==> src/design/sfsd_defines.svh <==
// opcode bytes, field values and clock counts for the string/flag/system decoder
// Notes on behaviour
// [RL1] equal-repeat compare string: 5 or 7+7c clocks
// [RL2] unequal-repeat compare string: 5 or 7+7c clocks
// [RL3] repeated load string: 5 clocks at zero count
// [RL4] repeated move string: 5, 13 at one
// [RL5] equal-repeat scan string: 5 or 7+5c clocks
// [RL6] unequal-repeat scan string: same timing as equal
// [RL7] repeated store string: 5 or 7+4c clocks
// [RL8] carry invert takes 2 clocks, flips carry
// [RL9] interrupt enable clear/set, 5 clocks each
// [RL10] high acc to flags 2, reverse 3
// [RL11] unpacked add/sub adjust, 3 clocks each
// [RL12] unpacked multiply adjust d4 0a, 15 clocks
// [RL13] unpacked divide adjust d5 0a, 14 clocks
// [RL14] packed add/sub adjust, 2 clocks each
// [RL15] control register zero write: 17, +2 miss
// [RL16] test register three: read 3, write 4
// [RL17] task switched clear: 7 clocks, +2 miss
// [RL18] cache invalidate 4, writeback invalidate 5 clocks
// [RL19] tlb entry invalidate: 12 hit, 11 miss
// [RL20] address, operand, lock prefixes: 1 clock
// [RL21] six segment override prefixes: 1 clock
// [RL22] halt stops execution, 4 clocks
// [RL23] w bit picks byte or sized element
`ifndef SFSD_DEFINES_SVH
`define SFSD_DEFINES_SVH
`define SFSD_B_REP_EQ 8'hf3
`define SFSD_B_REP_NE 8'hf2
`define SFSD_B_CMP_STR 7'h53
`define SFSD_B_LOAD_STR 7'h56
`define SFSD_B_MOVE_STR 7'h52
`define SFSD_B_SCAN_STR 7'h57
`define SFSD_B_STORE_STR 7'h55
`define SFSD_B_CARRY_INV 8'hf5
`define SFSD_B_IE_CLR 8'hfa
`define SFSD_B_IE_SET 8'hfb
`define SFSD_B_ACC_TO_FLAGS 8'h9e
`define SFSD_B_FLAGS_TO_ACC 8'h9f
`define SFSD_B_UADD 8'h37
`define SFSD_B_USUB 8'h3f
`define SFSD_B_UMUL 8'hd4
`define SFSD_B_UDIV 8'hd5
`define SFSD_B_BASE10 8'h0a
`define SFSD_B_PADD 8'h27
`define SFSD_B_PSUB 8'h2f
`define SFSD_B_HALT 8'hf4
`define SFSD_B_ESC 8'h0f
`define SFSD_B_CRW 8'h22
`define SFSD_B_TRR 8'h24
`define SFSD_B_TRW 8'h26
`define SFSD_B_TSCLR 8'h06
`define SFSD_B_CACHE_INV 8'h08
`define SFSD_B_CACHE_WBINV 8'h09
`define SFSD_B_GRP7 8'h01
`define SFSD_MID_CTRL0 3'h0
`define SFSD_MID_TEST3 3'h3
`define SFSD_MID_TLB_INV 3'h7
`define SFSD_MOD_REG 2'h3
`define SFSD_B_ASIZE 8'h67
`define SFSD_B_OSIZE 8'h66
`define SFSD_B_LOCK 8'hf0
`define SFSD_B_SEG_CS 8'h2e
`define SFSD_B_SEG_DS 8'h3e
`define SFSD_B_SEG_ES 8'h26
`define SFSD_B_SEG_FS 8'h64
`define SFSD_B_SEG_GS 8'h65
`define SFSD_B_SEG_SS 8'h36
`define SFSD_CK_ZERO 36'h5
`define SFSD_CK_STR_BASE 36'h7
`define SFSD_CK_MOVE_ONE 36'hd
`define SFSD_CK_MOVE_BASE 36'hc
`define SFSD_CK_2 36'h2
`define SFSD_CK_3 36'h3
`define SFSD_CK_4 36'h4
`define SFSD_CK_5 36'h5
`define SFSD_CK_7 36'h7
`define SFSD_CK_UMUL 36'hf
`define SFSD_CK_UDIV 36'he
`define SFSD_CK_CTRL0 36'h11
`define SFSD_CK_MISS 36'h2
`define SFSD_CK_TLB_HIT 36'hc
`define SFSD_CK_TLB_MISS 36'hb
`define SFSD_CK_PREFIX 36'h1
`endif

==> src/design/sfsd_pkg.sv <==
// types shared by the string/flag/system decoder
package sfsd_pkg;
  typedef enum logic [4:0] {
    SFSD_OP_NONE, SFSD_OP_OTHER, SFSD_OP_PREFIX,
    SFSD_OP_CMP_STR_EQ, SFSD_OP_CMP_STR_NE, SFSD_OP_LOAD_STR, SFSD_OP_MOVE_STR,
    SFSD_OP_SCAN_STR_EQ, SFSD_OP_SCAN_STR_NE, SFSD_OP_STORE_STR,
    SFSD_OP_CARRY_INV, SFSD_OP_IE_CLR, SFSD_OP_IE_SET,
    SFSD_OP_ACC_TO_FLAGS, SFSD_OP_FLAGS_TO_ACC,
    SFSD_OP_UADD, SFSD_OP_USUB, SFSD_OP_UMUL, SFSD_OP_UDIV,
    SFSD_OP_PADD, SFSD_OP_PSUB, SFSD_OP_CTRL0_WR, SFSD_OP_TEST3_RD,
    SFSD_OP_TEST3_WR, SFSD_OP_TS_CLR, SFSD_OP_CACHE_INV, SFSD_OP_CACHE_WBINV,
    SFSD_OP_TLB_INV, SFSD_OP_HALT
  } sfsd_op_t;
  typedef enum logic [2:0] {
    SFSD_SEG_NONE, SFSD_SEG_CS, SFSD_SEG_DS, SFSD_SEG_ES,
    SFSD_SEG_FS, SFSD_SEG_GS, SFSD_SEG_SS
  } sfsd_seg_t;
endpackage

==> src/design/sfsd_time_if.sv <==
// link from the decoder to its clock-count calculator
`timescale 1ns/1ps
`default_nettype none
interface sfsd_time_if;
  import sfsd_pkg::*;
  sfsd_op_t op;
  logic [31:0] count;
  logic miss;
  logic tlb_hit;
  logic [35:0] clocks;
  modport dec (output op, output count, output miss, output tlb_hit, input clocks);
  modport calc (input op, input count, input miss, input tlb_hit, output clocks);
endinterface // sfsd_time_if
`default_nettype wire

==> src/design/sfsd_timing.sv <==
// clock count for each decoded operation, with cache-miss adders and tlb hit/miss counts
`timescale 1ns/1ps
`default_nettype none
`include "sfsd_defines.svh"
module sfsd_timing
  import sfsd_pkg::*;
(
  sfsd_time_if.calc t
);
  logic [35:0] c;
  logic zero;
  assign c = {4'h0, t.count};
  assign zero = (t.count == 32'h0);
  always_comb begin
    t.clocks = 36'h0;
    unique case (t.op)
      SFSD_OP_CMP_STR_EQ, SFSD_OP_CMP_STR_NE:
        t.clocks = zero ? `SFSD_CK_ZERO : `SFSD_CK_STR_BASE + 36'(7 * c); // RL1 RL2
      SFSD_OP_SCAN_STR_EQ, SFSD_OP_SCAN_STR_NE:
        t.clocks = zero ? `SFSD_CK_ZERO : `SFSD_CK_STR_BASE + 36'(5 * c); // RL5 RL6
      SFSD_OP_LOAD_STR, SFSD_OP_STORE_STR:
        t.clocks = zero ? `SFSD_CK_ZERO : `SFSD_CK_STR_BASE + 36'(4 * c); // RL3 RL7
      SFSD_OP_MOVE_STR: begin
        if (zero) t.clocks = `SFSD_CK_ZERO; // RL4
        else if (t.count == 32'h1) t.clocks = `SFSD_CK_MOVE_ONE; // RL4
        else t.clocks = `SFSD_CK_MOVE_BASE + 36'(3 * c);
      end
      SFSD_OP_CARRY_INV, SFSD_OP_ACC_TO_FLAGS: t.clocks = `SFSD_CK_2; // RL8 RL10
      SFSD_OP_FLAGS_TO_ACC: t.clocks = `SFSD_CK_3; // RL10
      SFSD_OP_IE_CLR, SFSD_OP_IE_SET: t.clocks = `SFSD_CK_5; // RL9
      SFSD_OP_UADD, SFSD_OP_USUB: t.clocks = `SFSD_CK_3; // RL11
      SFSD_OP_UMUL: t.clocks = `SFSD_CK_UMUL; // RL12
      SFSD_OP_UDIV: t.clocks = `SFSD_CK_UDIV; // RL13
      SFSD_OP_PADD, SFSD_OP_PSUB: t.clocks = `SFSD_CK_2; // RL14
      SFSD_OP_CTRL0_WR: t.clocks = `SFSD_CK_CTRL0 + (t.miss ? `SFSD_CK_MISS : 36'h0); // RL15
      SFSD_OP_TEST3_RD: t.clocks = `SFSD_CK_3; // RL16
      SFSD_OP_TEST3_WR: t.clocks = `SFSD_CK_4; // RL16
      SFSD_OP_TS_CLR: t.clocks = `SFSD_CK_7 + (t.miss ? `SFSD_CK_MISS : 36'h0); // RL17
      SFSD_OP_CACHE_INV: t.clocks = `SFSD_CK_4; // RL18
      SFSD_OP_CACHE_WBINV: t.clocks = `SFSD_CK_5; // RL18
      SFSD_OP_TLB_INV: t.clocks = t.tlb_hit ? `SFSD_CK_TLB_HIT : `SFSD_CK_TLB_MISS; // RL19
      SFSD_OP_PREFIX: t.clocks = `SFSD_CK_PREFIX; // RL20 RL21
      SFSD_OP_HALT: t.clocks = `SFSD_CK_4; // RL22
      default: t.clocks = 36'h0;
    endcase
  end
endmodule // sfsd_timing
`default_nettype wire

==> src/design/sfsd_decode.sv <==
// instruction byte decoder for string, flag, decimal, control and prefix groups
`timescale 1ns/1ps
`default_nettype none
`include "sfsd_defines.svh"
module sfsd_decode
  import sfsd_pkg::*;
(
  input wire logic sys_clk_i,
  input wire logic rst_i,
  input wire logic ce_i,
  input wire logic byte_valid_i,
  input wire logic [7:0] byte_i,
  input wire logic [31:0] count_register_i,
  input wire logic op32_i,
  input wire logic cache_miss_i,
  input wire logic tlb_hit_i,
  input wire logic resume_i,
  input wire logic task_switched_set_i,
  output logic byte_ready_o,
  output logic issue_valid_o,
  output sfsd_op_t issue_op_o,
  output logic [35:0] issue_clocks_o,
  output logic [2:0] elem_bytes_o,
  output sfsd_seg_t issue_seg_o,
  output logic issue_lock_o,
  output logic issue_addr32_o,
  output logic issue_op32_o,
  output logic carry_o,
  output logic irq_enable_o,
  output logic task_switched_o,
  output logic halted_o
);
  typedef enum logic [5:0] {
    ST_IDLE = 6'h01,
    ST_REP = 6'h02,
    ST_ESC = 6'h04,
    ST_MODRM = 6'h08,
    ST_BASE10 = 6'h10,
    ST_HALT = 6'h20
  } sfsd_state_t;

  sfsd_state_t st_reg, st_next;
  sfsd_op_t op_next;
  sfsd_seg_t seg_reg, seg_next, seg_code;
  logic [7:0] sec_reg, sec_next;
  logic rep_ne_reg, rep_ne_next;
  logic lock_reg, lock_next, asize_reg, asize_next, osize_reg, osize_next;
  logic take, fire, is_pfx, is_str;
  logic [2:0] elem_next;
  sfsd_time_if tif ();

  sfsd_timing u_timing (
    .t(tif)
  );

  assign take = ce_i && byte_valid_i && byte_ready_o;
  assign is_str = (byte_i[7:1] == `SFSD_B_CMP_STR) || (byte_i[7:1] == `SFSD_B_LOAD_STR) ||
    (byte_i[7:1] == `SFSD_B_MOVE_STR) || (byte_i[7:1] == `SFSD_B_SCAN_STR) ||
    (byte_i[7:1] == `SFSD_B_STORE_STR);

  // segment code of an override byte, none otherwise
  always_comb begin
    seg_code = SFSD_SEG_NONE;
    unique case (byte_i)
      `SFSD_B_SEG_CS: seg_code = SFSD_SEG_CS; // RL21
      `SFSD_B_SEG_DS: seg_code = SFSD_SEG_DS;
      `SFSD_B_SEG_ES: seg_code = SFSD_SEG_ES;
      `SFSD_B_SEG_FS: seg_code = SFSD_SEG_FS;
      `SFSD_B_SEG_GS: seg_code = SFSD_SEG_GS;
      `SFSD_B_SEG_SS: seg_code = SFSD_SEG_SS;
      default: seg_code = SFSD_SEG_NONE;
    endcase
  end

  assign is_pfx = (seg_code != SFSD_SEG_NONE) || (byte_i == `SFSD_B_ASIZE) ||
    (byte_i == `SFSD_B_OSIZE) || (byte_i == `SFSD_B_LOCK); // RL20 RL21

  // next state and the operation that leaves this cycle
  always_comb begin
    st_next = st_reg;
    op_next = SFSD_OP_NONE;
    fire = 1'b0;
    sec_next = sec_reg;
    rep_ne_next = rep_ne_reg;
    if (st_reg == ST_HALT) begin
      if (resume_i) st_next = ST_IDLE;
    end else if (take) begin
      unique case (st_reg)
        ST_IDLE, ST_REP: begin
          if (is_pfx) begin
            fire = 1'b1;
            op_next = SFSD_OP_PREFIX; // RL20 RL21
          end else if (byte_i == `SFSD_B_REP_EQ || byte_i == `SFSD_B_REP_NE) begin
            st_next = ST_REP;
            rep_ne_next = (byte_i == `SFSD_B_REP_NE);
          end else if (st_reg == ST_REP) begin
            fire = 1'b1;
            st_next = ST_IDLE;
            op_next = SFSD_OP_OTHER;
            if (byte_i[7:1] == `SFSD_B_CMP_STR)
              op_next = rep_ne_reg ? SFSD_OP_CMP_STR_NE : SFSD_OP_CMP_STR_EQ; // RL1 RL2
            else if (byte_i[7:1] == `SFSD_B_SCAN_STR)
              op_next = rep_ne_reg ? SFSD_OP_SCAN_STR_NE : SFSD_OP_SCAN_STR_EQ; // RL5 RL6
            else if (byte_i[7:1] == `SFSD_B_LOAD_STR) op_next = SFSD_OP_LOAD_STR; // RL3
            else if (byte_i[7:1] == `SFSD_B_MOVE_STR) op_next = SFSD_OP_MOVE_STR; // RL4
            else if (byte_i[7:1] == `SFSD_B_STORE_STR) op_next = SFSD_OP_STORE_STR; // RL7
          end else begin
            fire = 1'b1;
            unique case (byte_i)
              `SFSD_B_CARRY_INV: op_next = SFSD_OP_CARRY_INV; // RL8
              `SFSD_B_IE_CLR: op_next = SFSD_OP_IE_CLR; // RL9
              `SFSD_B_IE_SET: op_next = SFSD_OP_IE_SET; // RL9
              `SFSD_B_ACC_TO_FLAGS: op_next = SFSD_OP_ACC_TO_FLAGS; // RL10
              `SFSD_B_FLAGS_TO_ACC: op_next = SFSD_OP_FLAGS_TO_ACC; // RL10
              `SFSD_B_UADD: op_next = SFSD_OP_UADD; // RL11
              `SFSD_B_USUB: op_next = SFSD_OP_USUB; // RL11
              `SFSD_B_PADD: op_next = SFSD_OP_PADD; // RL14
              `SFSD_B_PSUB: op_next = SFSD_OP_PSUB; // RL14
              `SFSD_B_HALT: begin
                op_next = SFSD_OP_HALT; // RL22
                st_next = ST_HALT;
              end
              `SFSD_B_UMUL, `SFSD_B_UDIV: begin
                fire = 1'b0;
                sec_next = byte_i;
                st_next = ST_BASE10;
              end
              `SFSD_B_ESC: begin
                fire = 1'b0;
                st_next = ST_ESC;
              end
              default: op_next = SFSD_OP_OTHER;
            endcase
          end
        end
        ST_BASE10: begin
          fire = 1'b1;
          st_next = ST_IDLE;
          if (byte_i != `SFSD_B_BASE10) op_next = SFSD_OP_OTHER;
          else if (sec_reg == `SFSD_B_UMUL) op_next = SFSD_OP_UMUL; // RL12
          else op_next = SFSD_OP_UDIV; // RL13
        end
        ST_ESC: begin
          fire = 1'b1;
          st_next = ST_IDLE;
          unique case (byte_i)
            `SFSD_B_CRW, `SFSD_B_TRR, `SFSD_B_TRW, `SFSD_B_GRP7: begin
              fire = 1'b0;
              sec_next = byte_i;
              st_next = ST_MODRM;
            end
            `SFSD_B_TSCLR: op_next = SFSD_OP_TS_CLR; // RL17
            `SFSD_B_CACHE_INV: op_next = SFSD_OP_CACHE_INV; // RL18
            `SFSD_B_CACHE_WBINV: op_next = SFSD_OP_CACHE_WBINV; // RL18
            default: op_next = SFSD_OP_OTHER;
          endcase
        end
        ST_MODRM: begin
          fire = 1'b1;
          st_next = ST_IDLE;
          op_next = SFSD_OP_OTHER;
          if (byte_i[7:6] == `SFSD_MOD_REG) begin
            if (sec_reg == `SFSD_B_CRW && byte_i[5:3] == `SFSD_MID_CTRL0)
              op_next = SFSD_OP_CTRL0_WR; // RL15
            else if (sec_reg == `SFSD_B_TRR && byte_i[5:3] == `SFSD_MID_TEST3)
              op_next = SFSD_OP_TEST3_RD; // RL16
            else if (sec_reg == `SFSD_B_TRW && byte_i[5:3] == `SFSD_MID_TEST3)
              op_next = SFSD_OP_TEST3_WR; // RL16
          end else if (sec_reg == `SFSD_B_GRP7 && byte_i[5:3] == `SFSD_MID_TLB_INV) begin
            op_next = SFSD_OP_TLB_INV; // RL19
          end
        end
        default: st_next = ST_IDLE;
      endcase
    end
  end

  // pending prefix attributes, dropped once an instruction issues
  always_comb begin
    seg_next = seg_reg;
    lock_next = lock_reg;
    asize_next = asize_reg;
    osize_next = osize_reg;
    if (fire && op_next == SFSD_OP_PREFIX) begin
      if (seg_code != SFSD_SEG_NONE) seg_next = seg_code; // RL21
      if (byte_i == `SFSD_B_LOCK) lock_next = 1'b1; // RL20
      if (byte_i == `SFSD_B_ASIZE) asize_next = 1'b1; // RL20
      if (byte_i == `SFSD_B_OSIZE) osize_next = 1'b1; // RL20
    end else if (fire) begin
      seg_next = SFSD_SEG_NONE;
      lock_next = 1'b0;
      asize_next = 1'b0;
      osize_next = 1'b0;
    end
  end

  // element width from the w bit and the operand-size attribute
  always_comb begin
    elem_next = 3'h0;
    if (st_reg == ST_REP && is_str) begin
      if (!byte_i[0]) elem_next = 3'h1; // RL23
      else elem_next = (op32_i ^ osize_reg) ? 3'h4 : 3'h2; // RL23
    end
  end

  assign tif.op = op_next;
  assign tif.count = count_register_i;
  assign tif.miss = cache_miss_i;
  assign tif.tlb_hit = tlb_hit_i;

  always_ff @(posedge sys_clk_i or posedge rst_i) begin
    if (rst_i) begin
      st_reg <= ST_IDLE;
      sec_reg <= 8'h00;
      rep_ne_reg <= 1'b0;
    end else if (ce_i) begin
      st_reg <= st_next;
      sec_reg <= sec_next;
      rep_ne_reg <= rep_ne_next;
    end
  end

  always_ff @(posedge sys_clk_i or posedge rst_i) begin
    if (rst_i) begin
      seg_reg <= SFSD_SEG_NONE;
      lock_reg <= 1'b0;
      asize_reg <= 1'b0;
      osize_reg <= 1'b0;
    end else if (ce_i) begin
      seg_reg <= seg_next;
      lock_reg <= lock_next;
      asize_reg <= asize_next;
      osize_reg <= osize_next;
    end
  end

  // issue port toward the execution pipeline
  always_ff @(posedge sys_clk_i or posedge rst_i) begin
    if (rst_i) begin
      issue_valid_o <= 1'b0;
      issue_op_o <= SFSD_OP_NONE;
      issue_clocks_o <= 36'h0;
      elem_bytes_o <= 3'h0;
      issue_seg_o <= SFSD_SEG_NONE;
      issue_lock_o <= 1'b0;
      issue_addr32_o <= 1'b0;
      issue_op32_o <= 1'b0;
    end else if (ce_i) begin
      issue_valid_o <= fire;
      if (fire) begin
        issue_op_o <= op_next;
        issue_clocks_o <= tif.clocks;
        elem_bytes_o <= elem_next;
        issue_seg_o <= (op_next == SFSD_OP_PREFIX) ? seg_next : seg_reg;
        issue_lock_o <= lock_reg;
        issue_addr32_o <= asize_reg;
        issue_op32_o <= op32_i ^ osize_reg;
      end
    end
  end

  always_ff @(posedge sys_clk_i or posedge rst_i) begin
    if (rst_i) begin
      byte_ready_o <= 1'b1;
      halted_o <= 1'b0;
    end else if (ce_i) begin
      byte_ready_o <= (st_next != ST_HALT); // RL22
      halted_o <= (st_next == ST_HALT); // RL22
    end
  end

  // flag state touched by this group
  always_ff @(posedge sys_clk_i or posedge rst_i) begin
    if (rst_i) begin
      carry_o <= 1'b0;
      irq_enable_o <= 1'b0;
      task_switched_o <= 1'b0;
    end else if (ce_i) begin
      if (fire && op_next == SFSD_OP_CARRY_INV) carry_o <= !carry_o; // RL8
      if (fire && op_next == SFSD_OP_IE_CLR) irq_enable_o <= 1'b0; // RL9
      if (fire && op_next == SFSD_OP_IE_SET) irq_enable_o <= 1'b1; // RL9
      if (task_switched_set_i) task_switched_o <= 1'b1;
      else if (fire && op_next == SFSD_OP_TS_CLR) task_switched_o <= 1'b0; // RL17
    end
  end
endmodule // sfsd_decode
`default_nettype wire

==> config.mk <==
export PLATFORM = sky130hd
export DESIGN_NAME = sfsd_decode
export DESIGN_NICKNAME = d
export VERILOG_FILES = /design/src/design/sfsd_pkg.sv /design/src/design/sfsd_time_if.sv /design/src/design/sfsd_timing.sv /design/src/design/sfsd_decode.sv
export VERILOG_INCLUDE_DIRS = /design/src /design/src/design
export SDC_FILE = /design/constraint.sdc
export NUM_CORES = 1
export LEC_CHECK = 0
export CORE_MARGIN = 3
export CORE_UTILIZATION = 52
export DETAILED_ROUTE_END_ITERATION = 7
export DONT_BUFFER_PORTS = 1
export PLACE_DENSITY_LB_ADDON = 0.05
export SYNTH_ARGS = -nofsm -noshare
export SYNTH_HDL_FRONTEND = slang
export SYNTH_HIERARCHICAL = 1
export SYNTH_SLANG_ARGS = --single-unit
export TNS_END_PERCENT = 10
==> constraint.sdc <==
create_clock -name sys_clk_i -period 4.8 [get_ports sys_clk_i]
set_input_delay 0.72 -clock sys_clk_i [delete_from_list [all_inputs] [get_ports sys_clk_i]]
set_output_delay 0.72 -clock sys_clk_i [all_outputs]
set_load 0.01 [all_outputs]
==> impl.org <==
** GRT
- Maximum number of pins on one net before global-route repair :: 47
- Sum of overflow across all layers after global routing :: 0
- First-pass GRT wire length :: 71,320 um
- The number of antenna violations at the first check in global routing came to 1.
- The via count of the first global-routing pass is 13.17k.
- Global routing used 30.01% of the available tracks.

** Routing
- The first TritonRoute pass finished after 6 iterations.
- Dividing the detail-routed wire length by the instance count gives 20.68 um.
- Number of DRC markers in iteration 0 :: 1,332
- Residual DRC count :: 0
- Total number of vias :: 14.08k
- In this run the remaining antenna-violating nets after routing total 0.
- Routed vias/inst :: 6.379
- Wires add up to 45,640 um.

** STA
- Final setup skew :: 8.623 ps
- Worst hold slack :: 405.3 ps
- Setup violations, final :: 0
- The final number of hold-violating endpoints came to 0.
- Setup total negative slack on the finished layout was measured at 0 ps.
- Pins Over Slew Limit :: 0
- For this run, the top clock speed supported by timing is 223.5 MHz.
- At the pin with the least slew margin, the transition time is 844.7 ps.
- Share of the clock period used by the worst path after layout :: 93.20%
- Setup repair after global routing left no endpoint under its margin.
- Worst-case headroom to the max-slew limit :: 43.62%
- For the finished layout, the period the worst path requires is 4474 ps.

** Placement
- Number of port buffers :: 0
- The placed instances occupy a cell area of 14,960 um2.
- Cell count after placement :: 2,191
- Sum of net half-perimeters after detailed placement :: 36,520 um
- Routability-driven placement finished with a final weighted congestion of 0.9307.

** CTS
- TritonCTS clock tree :: yes
- Clock slew at the register clock pins of the worst setup and hold paths :: 60 ps
- CTS Root Buffer Type :: sky130_fd_sc_hd__clkbuf_16
- Buffers inserted during clock tree synthesis total 9.
- Clock net sink count :: 77
- Clock latency at the later pin of the worst-skew pair :: 340 ps
- Worst-case clock buffer depth :: 2
- CTS built an H-tree with a depth of 3.

** Synthesis
- Cells after Synth :: 1,845
- Share of flip-flops with an asynchronous set or reset after synthesis :: 100.0%
- Average cell area after synthesis :: 7.806 um2
- The share of synthesized area in the top cell type comes to 18.16%.
- After synthesis the cells add up to 14,400 um2.
- Synth Flop Type :: sky130_fd_sc_hd__dfrtp_1
- The Yosys step of the flow raised 6 warnings.
- Synthesis inferred 77 register bits.
- By area the synthesized netlist is led by sky130_fd_sc_hd__ha_1 (18%), sky130_fd_sc_hd__dfrtp_1 (13%), sky130_fd_sc_hd__nand2_1 (7.0%).
- Post-synthesis sequential area ratio :: 13.40%
- Count of flip-flops with a built-in enable after synthesis :: 0
- Counting every net in the synthesized netlist gives 2,135.
- sky130_fd_sc_hd__ha_1 takes more of the synthesized area than any other cell.
- In this run, distinct cell masters in the synthesized netlist total 109.

** Finish
- Final net count :: 2,120
- From synthesis to final layout, the design area changed by 5.760%.
- In the final layout, the share of cells above drive strength 1 is 7.629%.
- In the final layout, the multi-input gates occupy 11,760 um2.
- Antenna diode instance count :: 0
- Utilization after layout :: 56.21%
- Summing all flip-flop and latch instances after layout gives 1929 um2.
- For this run, the number of standard cells in the final layout without fillers is 2,207.
- The filler cells instantiated in the layout total 2,708.
- With fillers left out, the area of the finished cells amounts to 15,230 um2.
- The register with the most flip-flops in the layout has 36 of them.

** Power and ir drop
- The clock network accounts for 17.4% of the total power.
- Across the VDD grid, the largest voltage drop is 0.1487 mV.
- The internal portion of the total power is 0.001964 W.
- Combinational logic burns 61.7% of the power.
- Net switching is 46.55% of the power.
- For this design the ratio of total power to cell area is 241.2 nW/um2.
- Summed over all cells, the static leakage comes to 6.883 nW.
- Sequential cell fraction of total power :: 20.8%
- Net switching power :: 0.001710 W

** Die
- From left edge to right edge, the die measures 172.4 um.
- Once the floorplan was initialized, standard cells occupied 53.14% of the core.
- Area of the core :: 27,100 um2
- Measured along the y axis, the die boundary spans 172.4 um.
- Die Footprint :: 29,730 um2
- Count of pins on the block boundary :: 105
- The floorplan has 60 rows.

** Worst setup path
- Endpoint of the lowest-slack register-to-register path :: issue_clocks_o[30]
- Critical R2R Launch :: st_reg[5]
- The critical path in this run is classified as input port to register.
- Data on the critical path is required at its endpoint by 5080 ps.
- Of all nets on the critical path, the largest fanout is 5.
- FF-to-FF path depth :: 15
- Type of destination of the critical path :: register
- The worst setup path is launched from an input port.
- Critical Path Source :: count_register_i[3]
- For the worst setup path, the data arrival time is 4750 ps.
- The critical path ends at issue_clocks_o[34].
- Slack of the worst reg-to-reg path :: 390 ps

** Job
- The tool flagged a number of max-cap violations equal to 0.

** Min path
- Worst hold-check path type :: input port to async pin

** Outcome
- Outcome :: finished clean
cells in the mapped netlist, types with 8 or more instances:
cell type and count:
sky130_fd_sc_hd__ha_1 209, sky130_fd_sc_hd__fa_1 32, sky130_fd_sc_hd__inv_1 89, sky130_fd_sc_hd__o21ai_0 78
sky130_fd_sc_hd__nand2_1 267, sky130_fd_sc_hd__o22ai_1 14, sky130_fd_sc_hd__or2_2 10, sky130_fd_sc_hd__buf_2 25
sky130_fd_sc_hd__a31oi_1 25, sky130_fd_sc_hd__a22oi_1 9, sky130_fd_sc_hd__a2111oi_0 8, sky130_fd_sc_hd__or3_1 13
sky130_fd_sc_hd__nand2b_1 22, sky130_fd_sc_hd__a222oi_1 14, sky130_fd_sc_hd__xor2_1 36, sky130_fd_sc_hd__nand3_1 43
sky130_fd_sc_hd__nor3_1 43, sky130_fd_sc_hd__a21o_1 57, sky130_fd_sc_hd__and3_1 22, sky130_fd_sc_hd__nand3b_1 11
sky130_fd_sc_hd__xnor2_1 98, sky130_fd_sc_hd__and2_1 14, sky130_fd_sc_hd__nor2b_1 16, sky130_fd_sc_hd__and4_1 9
sky130_fd_sc_hd__a221oi_1 12, sky130_fd_sc_hd__clkbuf_1 45, sky130_fd_sc_hd__nand4_1 27, sky130_fd_sc_hd__o21a_1 16
sky130_fd_sc_hd__o21bai_1 12, sky130_fd_sc_hd__a211oi_1 26, sky130_fd_sc_hd__dfrtp_1 75, sky130_fd_sc_hd__o31ai_1 15
sky130_fd_sc_hd__nor2_1 96, sky130_fd_sc_hd__a21oi_1 128, sky130_fd_sc_hd__nor4_1 20, sky130_fd_sc_hd__o211ai_1 20
logic make-up (layout without fill, tap and decap cells):
logic type	count (synthesis)	in the layout	share of synthesized area (%)
adder cells (fa/ha/maj)	241	241	22.60
flip-flops	77	77	13.40
multiplexers	13	13	0.9643
buffers and inverters	174	164	5.178
AND/OR/NAND/NOR	675	675	24.12
XOR/XNOR	134	134	8.149
AO/OA/AOI/OAI	531	531	25.59
layout make-up:
| cell class | instances | share of cell area (%) |
|---|---|---|
| multi-input combinational | 1594 | 77.23 |
| timing repair buffer | 59 | 3.072 |
| sequential | 77 | 12.67 |
| inverter | 89 | 2.201 |
| clock inverter | 5 | 0.2464 |
| clock buffer | 11 | 1.528 |
| tap | 372 | 3.056 |
cells in the final DEF (no fill, tap or decap), types with 25 or more instances in the layout:
| master | instances |
|---|---|
| sky130_fd_sc_hd__nand2_1 | 266 |
| sky130_fd_sc_hd__a31oi_1 | 25 |
| sky130_fd_sc_hd__a21o_1 | 57 |
| sky130_fd_sc_hd__nand3_1 | 43 |
| sky130_fd_sc_hd__xor2_1 | 36 |
| sky130_fd_sc_hd__a211oi_1 | 25 |
| sky130_fd_sc_hd__fa_1 | 32 |
| sky130_fd_sc_hd__xnor2_1 | 98 |
| sky130_fd_sc_hd__inv_1 | 87 |
| sky130_fd_sc_hd__buf_4 | 57 |
| sky130_fd_sc_hd__nand4_1 | 27 |
| sky130_fd_sc_hd__nor3_1 | 43 |
| sky130_fd_sc_hd__a21oi_1 | 127 |
| sky130_fd_sc_hd__o21ai_0 | 78 |
| sky130_fd_sc_hd__dfrtp_1 | 75 |
| sky130_fd_sc_hd__ha_1 | 209 |
| sky130_fd_sc_hd__nor2_1 | 96 |
what timing repair did:
item / in CTS / in global routing
hold buffers: 0 / 0
setup buffers: 0 / 0
gates resized for setup: 0 / 1
setup endpoints to repair: 0 / 9
power groups by stage:
| stage | clock network [W] | logic [W] | registers, W |
|---|---|---|---|
| after floorplan | 0 | 0.00172 | 0.000746 |
| after global placement | 0 | 0.00221 | 0.000775 |
| after detailed placement | 0 | 0.00223 | 0.000777 |
| after CTS | 0.000651 | 0.00224 | 0.000765 |
| after global routing | 0.000679 | 0.00251 | 0.000772 |
| final | 0.000641 | 0.00227 | 0.000765 |
routing by layer:
| metal | vias to the layer above | share of wire, % | global-route usage, % |
|---|---|---|---|
| met5 | - | 0.028 | 0 |
| met4 | 2 | 2.7 | 8.955 |
| met3 | 82 | 7.8 | 5.716 |
| met2 | 447 | 44 | 46.89 |
| met1 | 6737 | 45 | 42.06 |
| li1 | 6810 | - | - |
worst max-delay path: stages:
cell and delay, ps:
sky130_fd_sc_hd__inv_1 70, sky130_fd_sc_hd__buf_4 170, sky130_fd_sc_hd__fa_1 490, sky130_fd_sc_hd__inv_1 40, sky130_fd_sc_hd__ha_1 190, sky130_fd_sc_hd__ha_1 320, sky130_fd_sc_hd__o21ai_0 180, sky130_fd_sc_hd__o2bb2ai_1 190
sky130_fd_sc_hd__o31ai_1 330, sky130_fd_sc_hd__a311oi_1 150, sky130_fd_sc_hd__buf_4 170, sky130_fd_sc_hd__o31ai_1 660, sky130_fd_sc_hd__a31oi_1 270, sky130_fd_sc_hd__o21ai_0 260, sky130_fd_sc_hd__xor2_1 180, sky130_fd_sc_hd__nand2_1 70
sky130_fd_sc_hd__a31oi_1 150, sky130_fd_sc_hd__nand2_1 80, sky130_fd_sc_hd__nand2_1 60
worst min-delay path by stage:
| stage | slack, ps | end |
|---|---|---|
| floorplan | 440 | issue_addr32_o |
| global placement | 480 | seg_reg[1] |
| detailed placement | 490 | seg_reg[1] |
| CTS | 430 | issue_clocks_o[29] |
| global route | 450 | issue_addr32_o |
| finish | 410 | issue_addr32_o |
metrics by stage:
step	total power, W	setup WS, ps
detailed placement	0.003003	128.4
CTS	0.003658	362.0
global route	0.003964	63.85
finish	0.003674	326.4
floorplan	0.002466	428.4
global placement	0.002983	158.4
Power figures use the tool's default switching activity.
